$ cat config.mk
export PLATFORM = sky130hd
export DESIGN_NAME = bertei_top
export DESIGN_NICKNAME = d
export VERILOG_FILES = /design/src/hdl/bertei_pkg.sv /design/src/hdl/bertei_sync.sv /design/src/hdl/bertei_top.sv
export SDC_FILE = /design/constraint.sdc
export NUM_CORES = 1
export LEC_CHECK = 0
export ABC_AREA = 1
export BUFFER_PORTS_ARGS = -buffer_cell sky130_fd_sc_hd__buf_2
export CORE_MARGIN = 2
export CORE_UTILIZATION = 57
export CTS_BUF_LIST = sky130_fd_sc_hd__clkbuf_8
export CTS_CLUSTER_SIZE = 24
export DETAILED_ROUTE_END_ITERATION = 10
export HOLD_SLACK_MARGIN = 0.02
export MAX_ROUTING_LAYER = met4
export PLACE_DENSITY = 0.76
export SLEW_MARGIN = 20
export SYNTH_ARGS = -nofsm -noshare
export SYNTH_HDL_FRONTEND = slang
export SYNTH_SLANG_ARGS = --single-unit
export TNS_END_PERCENT = 5
$ cat constraint.sdc
create_clock -name core_clk -period 8.65 [get_ports core_clk]
set_clock_uncertainty 0.2 [all_clocks]
set_input_delay 0.865 -clock core_clk [delete_from_list [all_inputs] [get_ports core_clk]]
set_output_delay 0.865 -clock core_clk [all_outputs]
set_load 0.02 [all_outputs]
$ cat src/hdl/bertei_pkg.sv
// Purpose: shared constants of the error insertion and bit count block
// Assumes: APB byte address = 4 x register index, data in the low byte
// Notes:   register indices, field positions and reset values live here
package bertei_pkg;

    localparam int unsigned ST_W = 3;

    // register indices
    localparam logic [5:0] IDX_SEED3    = 6'h00;
    localparam logic [5:0] IDX_SEED2    = 6'h01;
    localparam logic [5:0] IDX_SEED1    = 6'h02;
    localparam logic [5:0] IDX_SEED0    = 6'h03;
    localparam logic [5:0] IDX_LENGTH   = 6'h04;
    localparam logic [5:0] IDX_TAPS     = 6'h05;
    localparam logic [5:0] IDX_PCTRL    = 6'h06;
    localparam logic [5:0] IDX_EINJ     = 6'h07;
    localparam logic [5:0] IDX_BITS3    = 6'h08;
    localparam logic [5:0] IDX_BITS2    = 6'h09;
    localparam logic [5:0] IDX_BITS1    = 6'h0a;
    localparam logic [5:0] IDX_BITS0    = 6'h0b;
    localparam logic [5:0] IDX_IRQ_STAT = 6'h18;
    localparam logic [5:0] IDX_IRQ_CLR  = 6'h19;
    localparam logic [5:0] IDX_IRQ_EN   = 6'h1a;

    // error_inject_control fields
    localparam int unsigned EINJ_RATE_LO = 0;
    localparam int unsigned EINJ_SINGLE  = 3;
    localparam int unsigned EINJ_RX_INV  = 4;
    localparam int unsigned EINJ_TX_INV  = 5;
    localparam logic [7:0]  EINJ_MASK    = 8'h3f;

    // pattern_control fields
    localparam int unsigned PC_LATCH = 4;
    localparam int unsigned PC_TYPE  = 5;
    localparam int unsigned PC_ZSUP  = 6;
    localparam int unsigned PC_LOAD  = 7;

    // interrupt status bits
    localparam int unsigned ST_OVF     = 0;
    localparam int unsigned ST_LATCHED = 1;
    localparam int unsigned ST_ERR_INS = 2;

    localparam logic [7:0]  RST_BYTE     = 8'h00;
    localparam logic [31:0] RST_SEED     = 32'hffffffff;
    localparam logic [4:0]  ZSUP_RUN     = 5'h0e;

    // bits between automatic errors per rate code
    localparam logic [23:0] DEC_1 = 24'h00000a;
    localparam logic [23:0] DEC_2 = 24'h000064;
    localparam logic [23:0] DEC_3 = 24'h0003e8;
    localparam logic [23:0] DEC_4 = 24'h002710;
    localparam logic [23:0] DEC_5 = 24'h0186a0;
    localparam logic [23:0] DEC_6 = 24'h0f4240;
    localparam logic [23:0] DEC_7 = 24'h989680;

endpackage : bertei_pkg

$ cat src/hdl/bertei_sync.sv
// Purpose: two-stage synchroniser for a group of asynchronous levels
// Assumes: each bit is an independent level; no bus coherence implied
// Notes:   the first stage feeds only the second stage
`timescale 1ns/1ns
module bertei_sync #(
    parameter int unsigned W = 1
) (
    input  wire logic         clk,   // sampling clock
    input  wire logic         reset, // async reset, active high
    input  wire logic [W-1:0] d,     // asynchronous levels
    output logic      [W-1:0] q      // synchronised levels
);
    logic [W-1:0] meta;

    always_ff @(posedge clk or posedge reset) begin
        if (reset) begin
            meta <= '0;
            q    <= '0;
        end else begin
            meta <= d;
            q    <= meta;
        end
    end
endmodule // bertei_sync

$ cat src/hdl/bertei_top.sv
// Purpose: error insertion on the transmit stream and received-bit counting
// Assumes: tx_clk/rx_clk are slow pins sampled by core_clk (>= 4 cycles per half period)
// Notes:   APB slave, no wait state on any access; registers at 4 x index
//
// The APB interface to the registers was chosen for this implementation.
`timescale 1ns/1ns
module bertei_top (
    input  wire logic        core_clk,         // 100 MHz block clock
    input  wire logic        reset,            // async reset, active high
    input  wire logic        psel,             // apb select
    input  wire logic        penable,          // apb access phase
    input  wire logic        pwrite,           // apb write
    input  wire logic [7:0]  paddr,            // apb byte address
    input  wire logic [31:0] pwdata,           // apb write data
    output logic      [31:0] prdata,           // apb read data
    output logic             pready,           // apb ready
    output logic             pslverr,          // apb error, unmapped index
    input  wire logic        tx_clk,           // transmit link clock pin
    input  wire logic        rx_clk,           // receive link clock pin
    input  wire logic        rx_data,          // serial receive pin
    input  wire logic        rx_count_inhibit, // pin, high stops bit counting
    input  wire logic        count_latch_pin,  // pin, ored with latch bit
    input  wire logic        tx_load_pin,      // pin, ored with load bit
    input  wire logic        pattern_in_sync,  // synchroniser status, core_clk
    output logic             tx_data,          // serial transmit data
    output logic             rx_bit,           // received bit after inversion
    output logic             rx_bit_valid,     // one-cycle strobe for rx_bit
    output logic             irq               // level interrupt, active high
);
    localparam int unsigned NPIN   = 6;
    localparam int unsigned ST_W_L = bertei_pkg::ST_W;

    logic [NPIN-1:0] pin_s;
    logic            tx_clk_s;
    logic            rx_clk_s;
    logic            rx_data_s;
    logic            inhibit_s;
    logic            latch_pin_s;
    logic            load_pin_s;
    logic            tx_clk_d;
    logic            rx_clk_d;
    logic            tx_bit_en;
    logic            rx_bit_en;

    logic [7:0]      seed [4];
    logic [7:0]      plength;
    logic [7:0]      ptaps;
    logic [7:0]      pctrl;
    logic [7:0]      einj;
    logic [31:0]     bits_latched;
    logic [31:0]     bit_cnt;
    logic [ST_W_L-1:0] st_flags;
    logic [ST_W_L-1:0] st_enable;

    logic            wr_take;
    logic            setup;
    logic [5:0]      idx;
    logic [7:0]      wbyte;

    logic            latch_req;
    logic            latch_req_d;
    logic            latch_edge;
    logic            load_req;
    logic            load_req_d;
    logic            load_edge;
    logic            single_d;
    logic            single_pend;

    logic [31:0]     gen_sr;
    logic [4:0]      zrun;
    logic [23:0]     err_cnt;
    logic            gen_bit;
    logic            auto_hit;
    logic            err_now;
    logic            cnt_step;
    logic            cnt_wrap;
    logic [ST_W_L-1:0] st_set;

    bertei_sync #(
        .W (NPIN)
    ) u_pin_sync (
        .clk   (core_clk),
        .reset (reset),
        .d     ({tx_clk, rx_clk, rx_data, rx_count_inhibit, count_latch_pin, tx_load_pin}),
        .q     (pin_s)
    );

    assign {tx_clk_s, rx_clk_s, rx_data_s, inhibit_s, latch_pin_s, load_pin_s} = pin_s;

    // rate code to bits between errors
    function automatic logic [23:0] rate_run(input logic [2:0] code);
        logic [23:0] r;
        r = 24'h000000;
        unique case (code)
            3'h1: r = bertei_pkg::DEC_1;
            3'h2: r = bertei_pkg::DEC_2;
            3'h3: r = bertei_pkg::DEC_3;
            3'h4: r = bertei_pkg::DEC_4;
            3'h5: r = bertei_pkg::DEC_5;
            3'h6: r = bertei_pkg::DEC_6;
            3'h7: r = bertei_pkg::DEC_7;
            3'h0: r = 24'h000000;
        endcase
        return r;
    endfunction

    function automatic logic idx_mapped(input logic [5:0] i);
        return i <= bertei_pkg::IDX_BITS0
               || i == bertei_pkg::IDX_IRQ_STAT || i == bertei_pkg::IDX_IRQ_CLR
               || i == bertei_pkg::IDX_IRQ_EN;
    endfunction

    // link clock edges, found on the synchronised pin level
    always_ff @(posedge core_clk or posedge reset) begin
        if (reset) begin
            tx_clk_d <= 1'b0;
            rx_clk_d <= 1'b0;
        end else begin
            tx_clk_d <= tx_clk_s;
            rx_clk_d <= rx_clk_s;
        end
    end

    assign tx_bit_en = tx_clk_s & ~tx_clk_d;
    assign rx_bit_en = rx_clk_s & ~rx_clk_d;

    // apb: setup cycle prepares the answer, access cycle completes it
    assign idx     = paddr[7:2];
    assign setup   = psel & ~penable;
    assign wr_take = psel & penable & pready & pwrite & ~pslverr;
    assign wbyte   = pwdata[7:0];

    always_ff @(posedge core_clk or posedge reset) begin
        if (reset) begin
            pready  <= 1'b0;
            pslverr <= 1'b0;
            prdata  <= 32'h00000000;
        end else begin
            pready  <= setup;
            pslverr <= setup & ~idx_mapped(idx);
            if (setup && !pwrite) begin
                unique case (idx)
                    bertei_pkg::IDX_SEED3:    prdata <= {24'h000000, seed[3]};
                    bertei_pkg::IDX_SEED2:    prdata <= {24'h000000, seed[2]};
                    bertei_pkg::IDX_SEED1:    prdata <= {24'h000000, seed[1]};
                    bertei_pkg::IDX_SEED0:    prdata <= {24'h000000, seed[0]};
                    bertei_pkg::IDX_LENGTH:   prdata <= {24'h000000, plength};
                    bertei_pkg::IDX_TAPS:     prdata <= {24'h000000, ptaps};
                    bertei_pkg::IDX_PCTRL:    prdata <= {24'h000000, pctrl};
                    bertei_pkg::IDX_EINJ:     prdata <= {24'h000000, einj};
                    bertei_pkg::IDX_BITS3:    prdata <= {24'h000000, bits_latched[31:24]};
                    bertei_pkg::IDX_BITS2:    prdata <= {24'h000000, bits_latched[23:16]};
                    bertei_pkg::IDX_BITS1:    prdata <= {24'h000000, bits_latched[15:8]};
                    bertei_pkg::IDX_BITS0:    prdata <= {24'h000000, bits_latched[7:0]};
                    bertei_pkg::IDX_IRQ_STAT: prdata <= {29'h00000000, st_flags};
                    bertei_pkg::IDX_IRQ_EN:   prdata <= {29'h00000000, st_enable};
                    default:                  prdata <= 32'h00000000;
                endcase
            end else if (setup) begin
                prdata <= 32'h00000000;
            end
        end
    end

    // software-written configuration
    always_ff @(posedge core_clk or posedge reset) begin
        if (reset) begin
            for (int i = 0; i < 4; i++) begin
                seed[i] <= bertei_pkg::RST_BYTE;
            end
            plength   <= bertei_pkg::RST_BYTE;
            ptaps     <= bertei_pkg::RST_BYTE;
            pctrl     <= bertei_pkg::RST_BYTE;
            einj      <= bertei_pkg::RST_BYTE;
            st_enable <= '0;
        end else if (wr_take) begin
            unique case (idx)
                bertei_pkg::IDX_SEED3:  seed[3] <= wbyte;
                bertei_pkg::IDX_SEED2:  seed[2] <= wbyte;
                bertei_pkg::IDX_SEED1:  seed[1] <= wbyte;
                bertei_pkg::IDX_SEED0:  seed[0] <= wbyte;
                bertei_pkg::IDX_LENGTH: plength <= wbyte;
                bertei_pkg::IDX_TAPS:   ptaps   <= wbyte;
                bertei_pkg::IDX_PCTRL:  pctrl   <= wbyte;
                bertei_pkg::IDX_EINJ:   einj    <= wbyte & bertei_pkg::EINJ_MASK;
                bertei_pkg::IDX_IRQ_EN: st_enable <= wbyte[ST_W_L-1:0];
                default:                ;
            endcase
        end
    end

    // edges of the control bits ored with their pins
    assign latch_req  = pctrl[bertei_pkg::PC_LATCH] | latch_pin_s;
    assign load_req   = pctrl[bertei_pkg::PC_LOAD] | load_pin_s;
    assign latch_edge = latch_req & ~latch_req_d;
    assign load_edge  = load_req & ~load_req_d;

    always_ff @(posedge core_clk or posedge reset) begin
        if (reset) begin
            latch_req_d <= 1'b0;
            load_req_d  <= 1'b0;
            single_d    <= 1'b0;
        end else begin
            latch_req_d <= latch_req;
            load_req_d  <= load_req;
            single_d    <= einj[bertei_pkg::EINJ_SINGLE];
        end
    end

    always_ff @(posedge core_clk or posedge reset) begin
        if (reset) begin
            single_pend <= 1'b0;
        end else if (einj[bertei_pkg::EINJ_SINGLE] && !single_d) begin
            single_pend <= 1'b1;
        end else if (tx_bit_en) begin
            single_pend <= 1'b0;
        end
    end

    // pattern generator: shift register of length+1 bits, top bit goes out
    always_comb begin
        if (pctrl[bertei_pkg::PC_ZSUP] && zrun == bertei_pkg::ZSUP_RUN) begin
            gen_bit = 1'b1;
        end else begin
            gen_bit = gen_sr[plength[4:0]];
        end
    end

    always_ff @(posedge core_clk or posedge reset) begin
        if (reset) begin
            gen_sr <= bertei_pkg::RST_SEED;
            zrun   <= 5'h00;
        end else if (load_edge) begin
            gen_sr <= {seed[3], seed[2], seed[1], seed[0]};
            zrun   <= 5'h00;
        end else if (tx_bit_en) begin
            // feedback from the length position, xored with the tap position when PC_TYPE is set
            if (pctrl[bertei_pkg::PC_TYPE]) begin
                gen_sr <= {gen_sr[30:0], gen_sr[plength[4:0]] ^ gen_sr[ptaps[4:0]]};
            end else begin
                gen_sr <= {gen_sr[30:0], gen_sr[plength[4:0]]};
            end
            zrun <= gen_bit ? 5'h00 : zrun + 5'h01;
        end
    end

    assign auto_hit = (rate_run(einj[2:0]) != 24'h000000)
                    && (err_cnt >= rate_run(einj[2:0]) - 24'h000001);

    always_ff @(posedge core_clk or posedge reset) begin
        if (reset) begin
            err_cnt <= 24'h000000;
        end else if (load_edge || einj[2:0] == 3'h0) begin
            err_cnt <= 24'h000000;
        end else if (tx_bit_en) begin
            err_cnt <= auto_hit ? 24'h000000 : err_cnt + 24'h000001;
        end
    end

    assign err_now = auto_hit | single_pend;

    always_ff @(posedge core_clk or posedge reset) begin
        if (reset) begin
            tx_data <= 1'b0;
        end else if (tx_bit_en) begin
            tx_data <= gen_bit ^ err_now ^ einj[bertei_pkg::EINJ_TX_INV];
        end
    end

    always_ff @(posedge core_clk or posedge reset) begin
        if (reset) begin
            rx_bit       <= 1'b0;
            rx_bit_valid <= 1'b0;
        end else begin
            rx_bit_valid <= rx_bit_en;
            if (rx_bit_en) begin
                rx_bit <= rx_data_s ^ einj[bertei_pkg::EINJ_RX_INV];
            end
        end
    end

    // count only when enabled and in sync
    assign cnt_step = rx_bit_en & ~inhibit_s & pattern_in_sync;
    assign cnt_wrap = cnt_step & (&bit_cnt);

    // latch and clear; a coincident bit is kept in the new count
    always_ff @(posedge core_clk or posedge reset) begin
        if (reset) begin
            bit_cnt      <= 32'h00000000;
            bits_latched <= 32'h00000000;
        end else if (latch_edge) begin
            bits_latched <= bit_cnt;
            bit_cnt      <= cnt_step ? 32'h00000001 : 32'h00000000;
        end else if (cnt_step) begin
            bit_cnt <= bit_cnt + 32'h00000001;
        end
    end

    // overflow and other events as sticky flags; set beats clear
    always_comb begin
        st_set = '0;
        st_set[bertei_pkg::ST_OVF]     = cnt_wrap & ~latch_edge;
        st_set[bertei_pkg::ST_LATCHED] = latch_edge;
        st_set[bertei_pkg::ST_ERR_INS] = tx_bit_en & err_now & ~load_edge;
    end

    always_ff @(posedge core_clk or posedge reset) begin
        if (reset) begin
            st_flags <= '0;
        end else if (wr_take && idx == bertei_pkg::IDX_IRQ_CLR) begin
            st_flags <= (st_flags & ~wbyte[ST_W_L-1:0]) | st_set;
        end else begin
            st_flags <= st_flags | st_set;
        end
    end

    always_ff @(posedge core_clk or posedge reset) begin
        if (reset) begin
            irq <= 1'b0;
        end else begin
            irq <= |(st_flags & st_enable);
        end
    end

endmodule // bertei_top

Word-level counts from Yosys, hierarchy flattened --
Memory sizes are Yosys's and may differ from the RTL's. Cells that the tools add are included.
Operators by class: add/sub/neg operators 4, $lt $le $gt $ge 4, multiplexer cells 23, bitwise gates (word level) 38, eq/ne operators 15, reductions and logical operators 30
Operators with widths (count):
- 32-bit two-way mux | 6
- 8-bit one-hot mux with 14 select lines | 1
- 24-bit two-way mux | 3
- 32-bit by 1-bit adder with 32-bit output, second input constant | 1
- 32-bit AND reduction | 1
- 24-bit by 1-bit adder with 24-bit output, second input constant | 1
- 6-bit by 3-bit equality test with 1-bit output, second input constant | 4
- 6-bit by 4-bit equality test with 1-bit output, second input constant | 4
- 24-bit greater-or-equal comparator | 1
- 24-bit nonzero test | 1
- 24-bit by 1-bit subtractor with 24-bit output, second input constant | 1
- 6-bit by 5-bit equality test with 1-bit output, second input constant | 3
- 2-bit AND reduction | 9
- 1-bit bitwise AND | 16
- 5-bit two-way mux | 3
- 6-bit by 2-bit equality test with 1-bit output, second input constant | 2
- 5-bit by 6-bit < comparator with 1-bit output, second input constant | 2
- 1-bit binary-select mux with 5-bit select | 2
- 1-bit NOT | 10
- 2-bit nonzero test | 5
- 1-bit two-way mux | 7
- 3-bit bitwise AND | 2
- 6-bit by 1-bit equality test with 1-bit output, second input constant | 1
- 6-bit by 4-bit <= comparator with 1-bit output, second input constant | 1
- other kinds (13) | 27
Word-level totals: flip-flop bits (word level) 249, output and inout bits 38, memories 2, memory bits (read-only) 320, logic and storage cells 146
Memory list:
- (no name shown) | depth 8, width 20, read ports 1, clocked after Yosys merged registers in 0, write ports 0, line bertei_top.sv:94 | unique case (code)
- (no name shown) | depth 8, width 20, read ports 1, clocked after Yosys merged registers in 0, write ports 0, line bertei_top.sv:94

Longest topological paths before layout --
An unclocked memory read counts as a cell.
depth in word-level cells 9, mapped depth 26

Hierarchy --
From an unflattened synthesis, not the netlist that was laid out.
Unflattened totals: cell total of the unflattened synthesis 1471, area, all modules 11918.9 sq um
By module, submodules not included:
- bertei_top | times used 1, area each 11614.9 sq um, sequential area each 5370.2 sq um, cells an instance 1458
- bertei_sync | times used 1, area each 304.0 sq um, sequential area each 300.3 sq um, cells an instance 13

Worst setup path before layout --
No wires, ideal clock.
kind reg2reg, start point register einj[0], end point register err_cnt[23], path buffers 0, cell stages (with the launch flop) 20, data required time 8.367 ns, arrival 3.003 ns, clock period less this slack 3.286 ns, path slack 5.364 ns, cells stage by stage dfrtp_1 -> inv_1 -> ha_1 -> nand2_1 -> nand2_1 -> inv_1 -> nand3_1 -> nor2_1 -> inv_1 -> nor2_1 -> a21oi_1 -> ha_1 -> nand2_1 -> nor2_1 -> a21boi_0 -> nor2_1 -> nand3_1 -> a21oi_1 -> nand2_1 -> o21ai_0
On the way: longest elaborated chain between the ends 7
RTL lines:
- start, declared | line bertei_top.sv:49 | logic [7:0] einj;
- start signal, assigned | line bertei_top.sv:174 | einj <= bertei_pkg::RST_BYTE;
- start signal, assigned | line bertei_top.sv:185 | bertei_pkg::IDX_EINJ: einj <= wbyte & bertei_pkg::EINJ_MASK;
- memory 8 x 20 bit
- 24-bit by 1-bit subtractor with 24-bit output | line bertei_top.sv:248 | && (err_cnt >= rate_run(einj[2:0]) - 24'h000001);
- 24-bit greater-or-equal comparator | line bertei_top.sv:248
- 1-bit logical AND | line bertei_top.sv:248
- 24-bit two-way mux | line bertei_top.sv:256 | err_cnt <= auto_hit ? 24'h000000 : err_cnt + 24'h000001;
- 24-bit two-way mux | line bertei_top.sv:255 | end else if (tx_bit_en) begin
- 24-bit two-way mux | line bertei_top.sv:253 | end else if (load_edge || einj[2:0] == 3'h0) begin
- end signal, assigned | line bertei_top.sv:256
- end, declared | line bertei_top.sv:71 | logic [23:0] err_cnt;
Several ways; a longest one is shown, not always the timed one. The select of a mux whose other input is x is not followed. A chain may end at the register's enable or synchronous reset.

Worst setup path after layout --
start point register einj[1], end point register err_cnt[23]
The elaborated chain is that of the path after synthesis.

==> key figures <==
Final layout
  – Filler cell count in the final layout: roughly 1800
  – # diodes: 0
  – Multi-input gate area: ~5400 um^2
  – Layout net count: around 1700
  – Share of layout cells above drive strength 1: 0.112
  – Final Instance Area: approximately 13000 um^2
  – Syn-to-layout area delta: 9.77%
  – Register area: ~5700 um^2

Logic synthesis
  – Library cells used by synthesis: 51
  – Post-Syn Instances: 1519
  – Fraction of registers with async set/reset: 1.00
  – Post-Synth Adder-Cell Area: 0.0353
  – Post-synthesis compound-gate area fraction: 0.141
  – Post-synthesis sequential area ratio: 0.471
  – Combinational family with the most area after synthesis: simple AND/OR/NAND/NOR gates
  – Synthesized flop and latch total: ~230
  – Post-Syn Area: approximately 12000 um^2
  – XOR/XNOR share of the synthesized area: 0.0131
  – Simple-gate portion of the synthesized area: 0.253
  – Yosys warnings: 0
  – Top FF cell, synth: dfrtp_1
  – Post-synthesis mux area share: 0
  – Syn_area_per_cell: ~7.9 um^2
  – Post-synth EDFFs: 0

Place
  – Placed inst area: 12400 um^2
  – Routability cong.: around 0.9
  – IO Port Bufs: 39
  – DP Wirelength: about 22000 um

GRT
  – Number of global-route vias before repair: between 9000 and 10000
  – Largest net degree at the start of global routing: about 150
  – Initial antenna violation count: 0
  – First-pass GRT wire length: just over 50000 um
  – Total grt overflow: 0
  – GRT Util Overall: 0.294

Timing
  – Final Hold Fails: 0
  – Relative slew slack: 0.384
  – Minimum clock period: about 4300 ps
  – Final setup fails: 0
  – Fin Setup TNS: 0 ps
  – Hold WS: around 140 ps
  – Highest clock rate: 235 MHz
  – Period Utilization, post-route: 0.492
  – Slew Limit Fails: 0
  – Unrepaired setup endpoints after global routing: false
  – Slew @ Worst Pin: approximately 920 ps

Clock network
  – Hold buffer count at cts: 0
  – Longest Clk Path Bufs: 3
  – Total CTS buffers: 41
  – CTS clk-pin slew, worst paths: ~60 ps
  – CTS tree: built
  – # H-tree levels: 2
  – Clock sink total: roughly 230
  – Post-CTS Resized: 0
  – Setup bufs post-CTS: 0
  – CTS root buf: clkbuf_8
  – Clock Latency Late Sink: between 500 and 600 ps

Run status
  – Outcome: completed

Flow run
  – Max Cap Viol: 0

Power
  – Cell Pwr Density: approximately 170 nW/um^2
  – Pleak: between 0.006 and 0.007 uW
  – Tot Pwr: approximately 2200 uW
  – Max IR drop VDD: 0.137 mV

Floorplan
  – Core area: about 21000 um^2
  – Num rows: 53
  – Initial core utilization: 0.577
  – DIE AREA: about 22000 um^2
  – Die Ht: 149 um
  – Die width: about 150 um
  – Io pins: 90

Worst setup path
  – Worst reg2reg path depth: 19
  – Crit Path Max Fanout: 9
  – Kind of critical path: reg -> reg
  – Critical Path AT: between 4000 and 5000 ps
  – Reg-to-reg startpoint: einj[1]$_DFFE_PP0P_
  – Setup slack, reg-to-reg: between 4000 and 5000 ps
  – Worst EP required: about 8900 ps
  – Reg2Reg Capture Point: err_cnt[23]$_DFFE_PP0P_
  – Setup crit end kind: flop
  – Critical Path Start Type: flop

Hold path
  – Hold depth: 0
  – Hold Path Class: reg -> reg
  – Beginning of the worst hold path: u_pin_sync.meta[1]$_DFF_PP0_
  – Hold worst-path end: u_pin_sync.q[1]$_DFF_PP0_

Route
  – Vias per cell: roughly 5.7
  – DRC violations left: 0
  – Final ANT Viol Nets: 0
  – Initial drt markers: ~860
  – Vias post-DR: 10600
  – Routed WL: about 31000 um
  – WL/cell: approximately 17 um
  – Drt pass-1 iters: 5
## per-layer routing
| metal | wire length (um) | global-route usage | vias up |
|---|---|---|---|
| met3 | 2380 | 0.0480 | 74 |
| met4 | 934 | 0.107 | 0 |
| met1 | 13500 | 0.397 | 4994 |
| li1 | - | - | 5091 |
| met5 | 0 | - | - |
| met2 | 14400 | 0.453 | 443 |
## report_power, final
| group | switching [uW] | internal [uW] |
|---|---|---|
| sequential | 15.8 | 1070 |
| clock | 444 | 577 |
| combinational | 102 | 31.1 |
## sequential cells by signal, summed over array words and instances (netlist names), 3 cells and up
signal	cells
err_cnt	24
gen_sr	32
u_pin_sync.q	6
st_flags	3
ptaps	8
plength	8
u_pin_sync.meta	6
st_enable	3
prdata	8
bit_cnt	32
zrun	5
einj	6
pctrl	8
seed	32
bits_latched	32
## cells in the mapped netlist (4+ instances only)
cell type / number / area, um^2
a21oi_1: 57 / 285
a221oi_1: 6 / 52.6
a22oi_1: 12 / 90.1
a31oi_1: 5 / 31.3
buf_2: 8 / 40.0
buf_4: 26 / 195
clkbuf_1: 27 / 101
clkinv_1: 5 / 18.8
dfrtp_1: 193 / 4830
dfstp_2: 32 / 841
ha_1: 34 / 425
inv_1: 172 / 646
inv_2: 6 / 22.5
nand2_1: 435 / 1630
nand2_2: 4 / 25.0
nand3_1: 85 / 425
nand4_1: 28 / 175
nor2_1: 82 / 308
nor2_2: 12 / 75.1
nor2_4: 5 / 56.3
nor3_1: 23 / 115
nor4_1: 10 / 62.6
o211ai_1: 10 / 75.1
o21a_1: 6 / 45.0
o21ai_0: 155 / 776
o221ai_1: 14 / 123
o22ai_1: 10 / 62.6
xnor2_1: 4 / 35.0
xor2_1: 14 / 123
## worst max path at each step
stage               depth (start not counted)                 endpoint  slack [ps]                 from
floorplan                                   1   bit_cnt[0]$_DFFE_PP0P_        1480                reset
global placement                           19   err_cnt[0]$_DFFE_PP0P_        4580  einj[1]$_DFFE_PP0P_
detailed placement                         19  err_cnt[23]$_DFFE_PP0P_        4450  einj[1]$_DFFE_PP0P_
CTS                                        19  err_cnt[23]$_DFFE_PP0P_        4440  einj[1]$_DFFE_PP0P_
global route                               19   err_cnt[0]$_DFFE_PP0P_        4050  einj[1]$_DFFE_PP0P_
finish                                     19  err_cnt[23]$_DFFE_PP0P_        4390  einj[1]$_DFFE_PP0P_
## placed cells by master, fill, tap and decap left out, types with 6 or more instances in the layout
| cell | Yosys | layout |
|---|---|---|
| nand4_1 | 28 | 28 |
| nand3_1 | 85 | 85 |
| nand2_1 | 435 | 435 |
| a22oi_1 | 12 | 12 |
| nor3_1 | 23 | 23 |
| inv_1 | 172 | 187 |
| ha_1 | 34 | 34 |
| clkbuf_8 | 0 | 53 |
| dfrtp_1 | 193 | 193 |
| dfstp_2 | 32 | 32 |
| o211ai_1 | 10 | 10 |
| conb_1 | 1 | 24 |
| buf_4 | 26 | 6 |
| o22ai_1 | 10 | 10 |
| nor4_1 | 10 | 10 |
| nor2_1 | 82 | 82 |
| a221oi_1 | 6 | 6 |
| o21a_1 | 6 | 6 |
| buf_2 | 8 | 39 |
| o21ai_0 | 155 | 155 |
| xor2_1 | 14 | 14 |
| o221ai_1 | 14 | 14 |
| nor2_2 | 12 | 12 |
| inv_2 | 6 | 7 |
| a21oi_1 | 57 | 57 |
## layout make-up
type	count	share of cell area
clock buffers	53	0.0552
clock inverters	21	0.00851
inverters	184	0.0533
multi-input cells	1071	0.410
flip-flops and latches	225	0.429
well taps	275	0.0260
repair buffers	45	0.0182
## critical path, stage by stage (launching register included)
cell and delay, ps:
dfrtp_1 500, inv_1 220, ha_1 250, nand2_1 130, nand2_1 80, inv_1 70
nand3_1 160, nor2_1 230, inv_1 160, nor2_1 310, a21oi_1 130, ha_1 330
a21o_1 160, nor2_1 100, nand2_1 60, nand2_1 50, nand3_1 130, a21oi_1 350
nand2_1 320, o21ai_0 240
## kinds of logic after synthesis
family	Yosys count
and+or+nand+nor	700
AOI/OAI and AO/OA	295
buffers and inverters	246
DFF	225
adders and majority gates	34
xor gates and xnor gates	18
other	1
## metrics by stage
stage	util	worst slack, ps	std cells
detailed placement	0.593	4450	1800
finish	0.633	4390	1874
floorplan	-	1480	1542
global route	0.633	4050	1874
global placement	0.593	4580	1800
CTS	0.633	4440	1874
No activity file was read; power rests on OpenSTA's default activity.
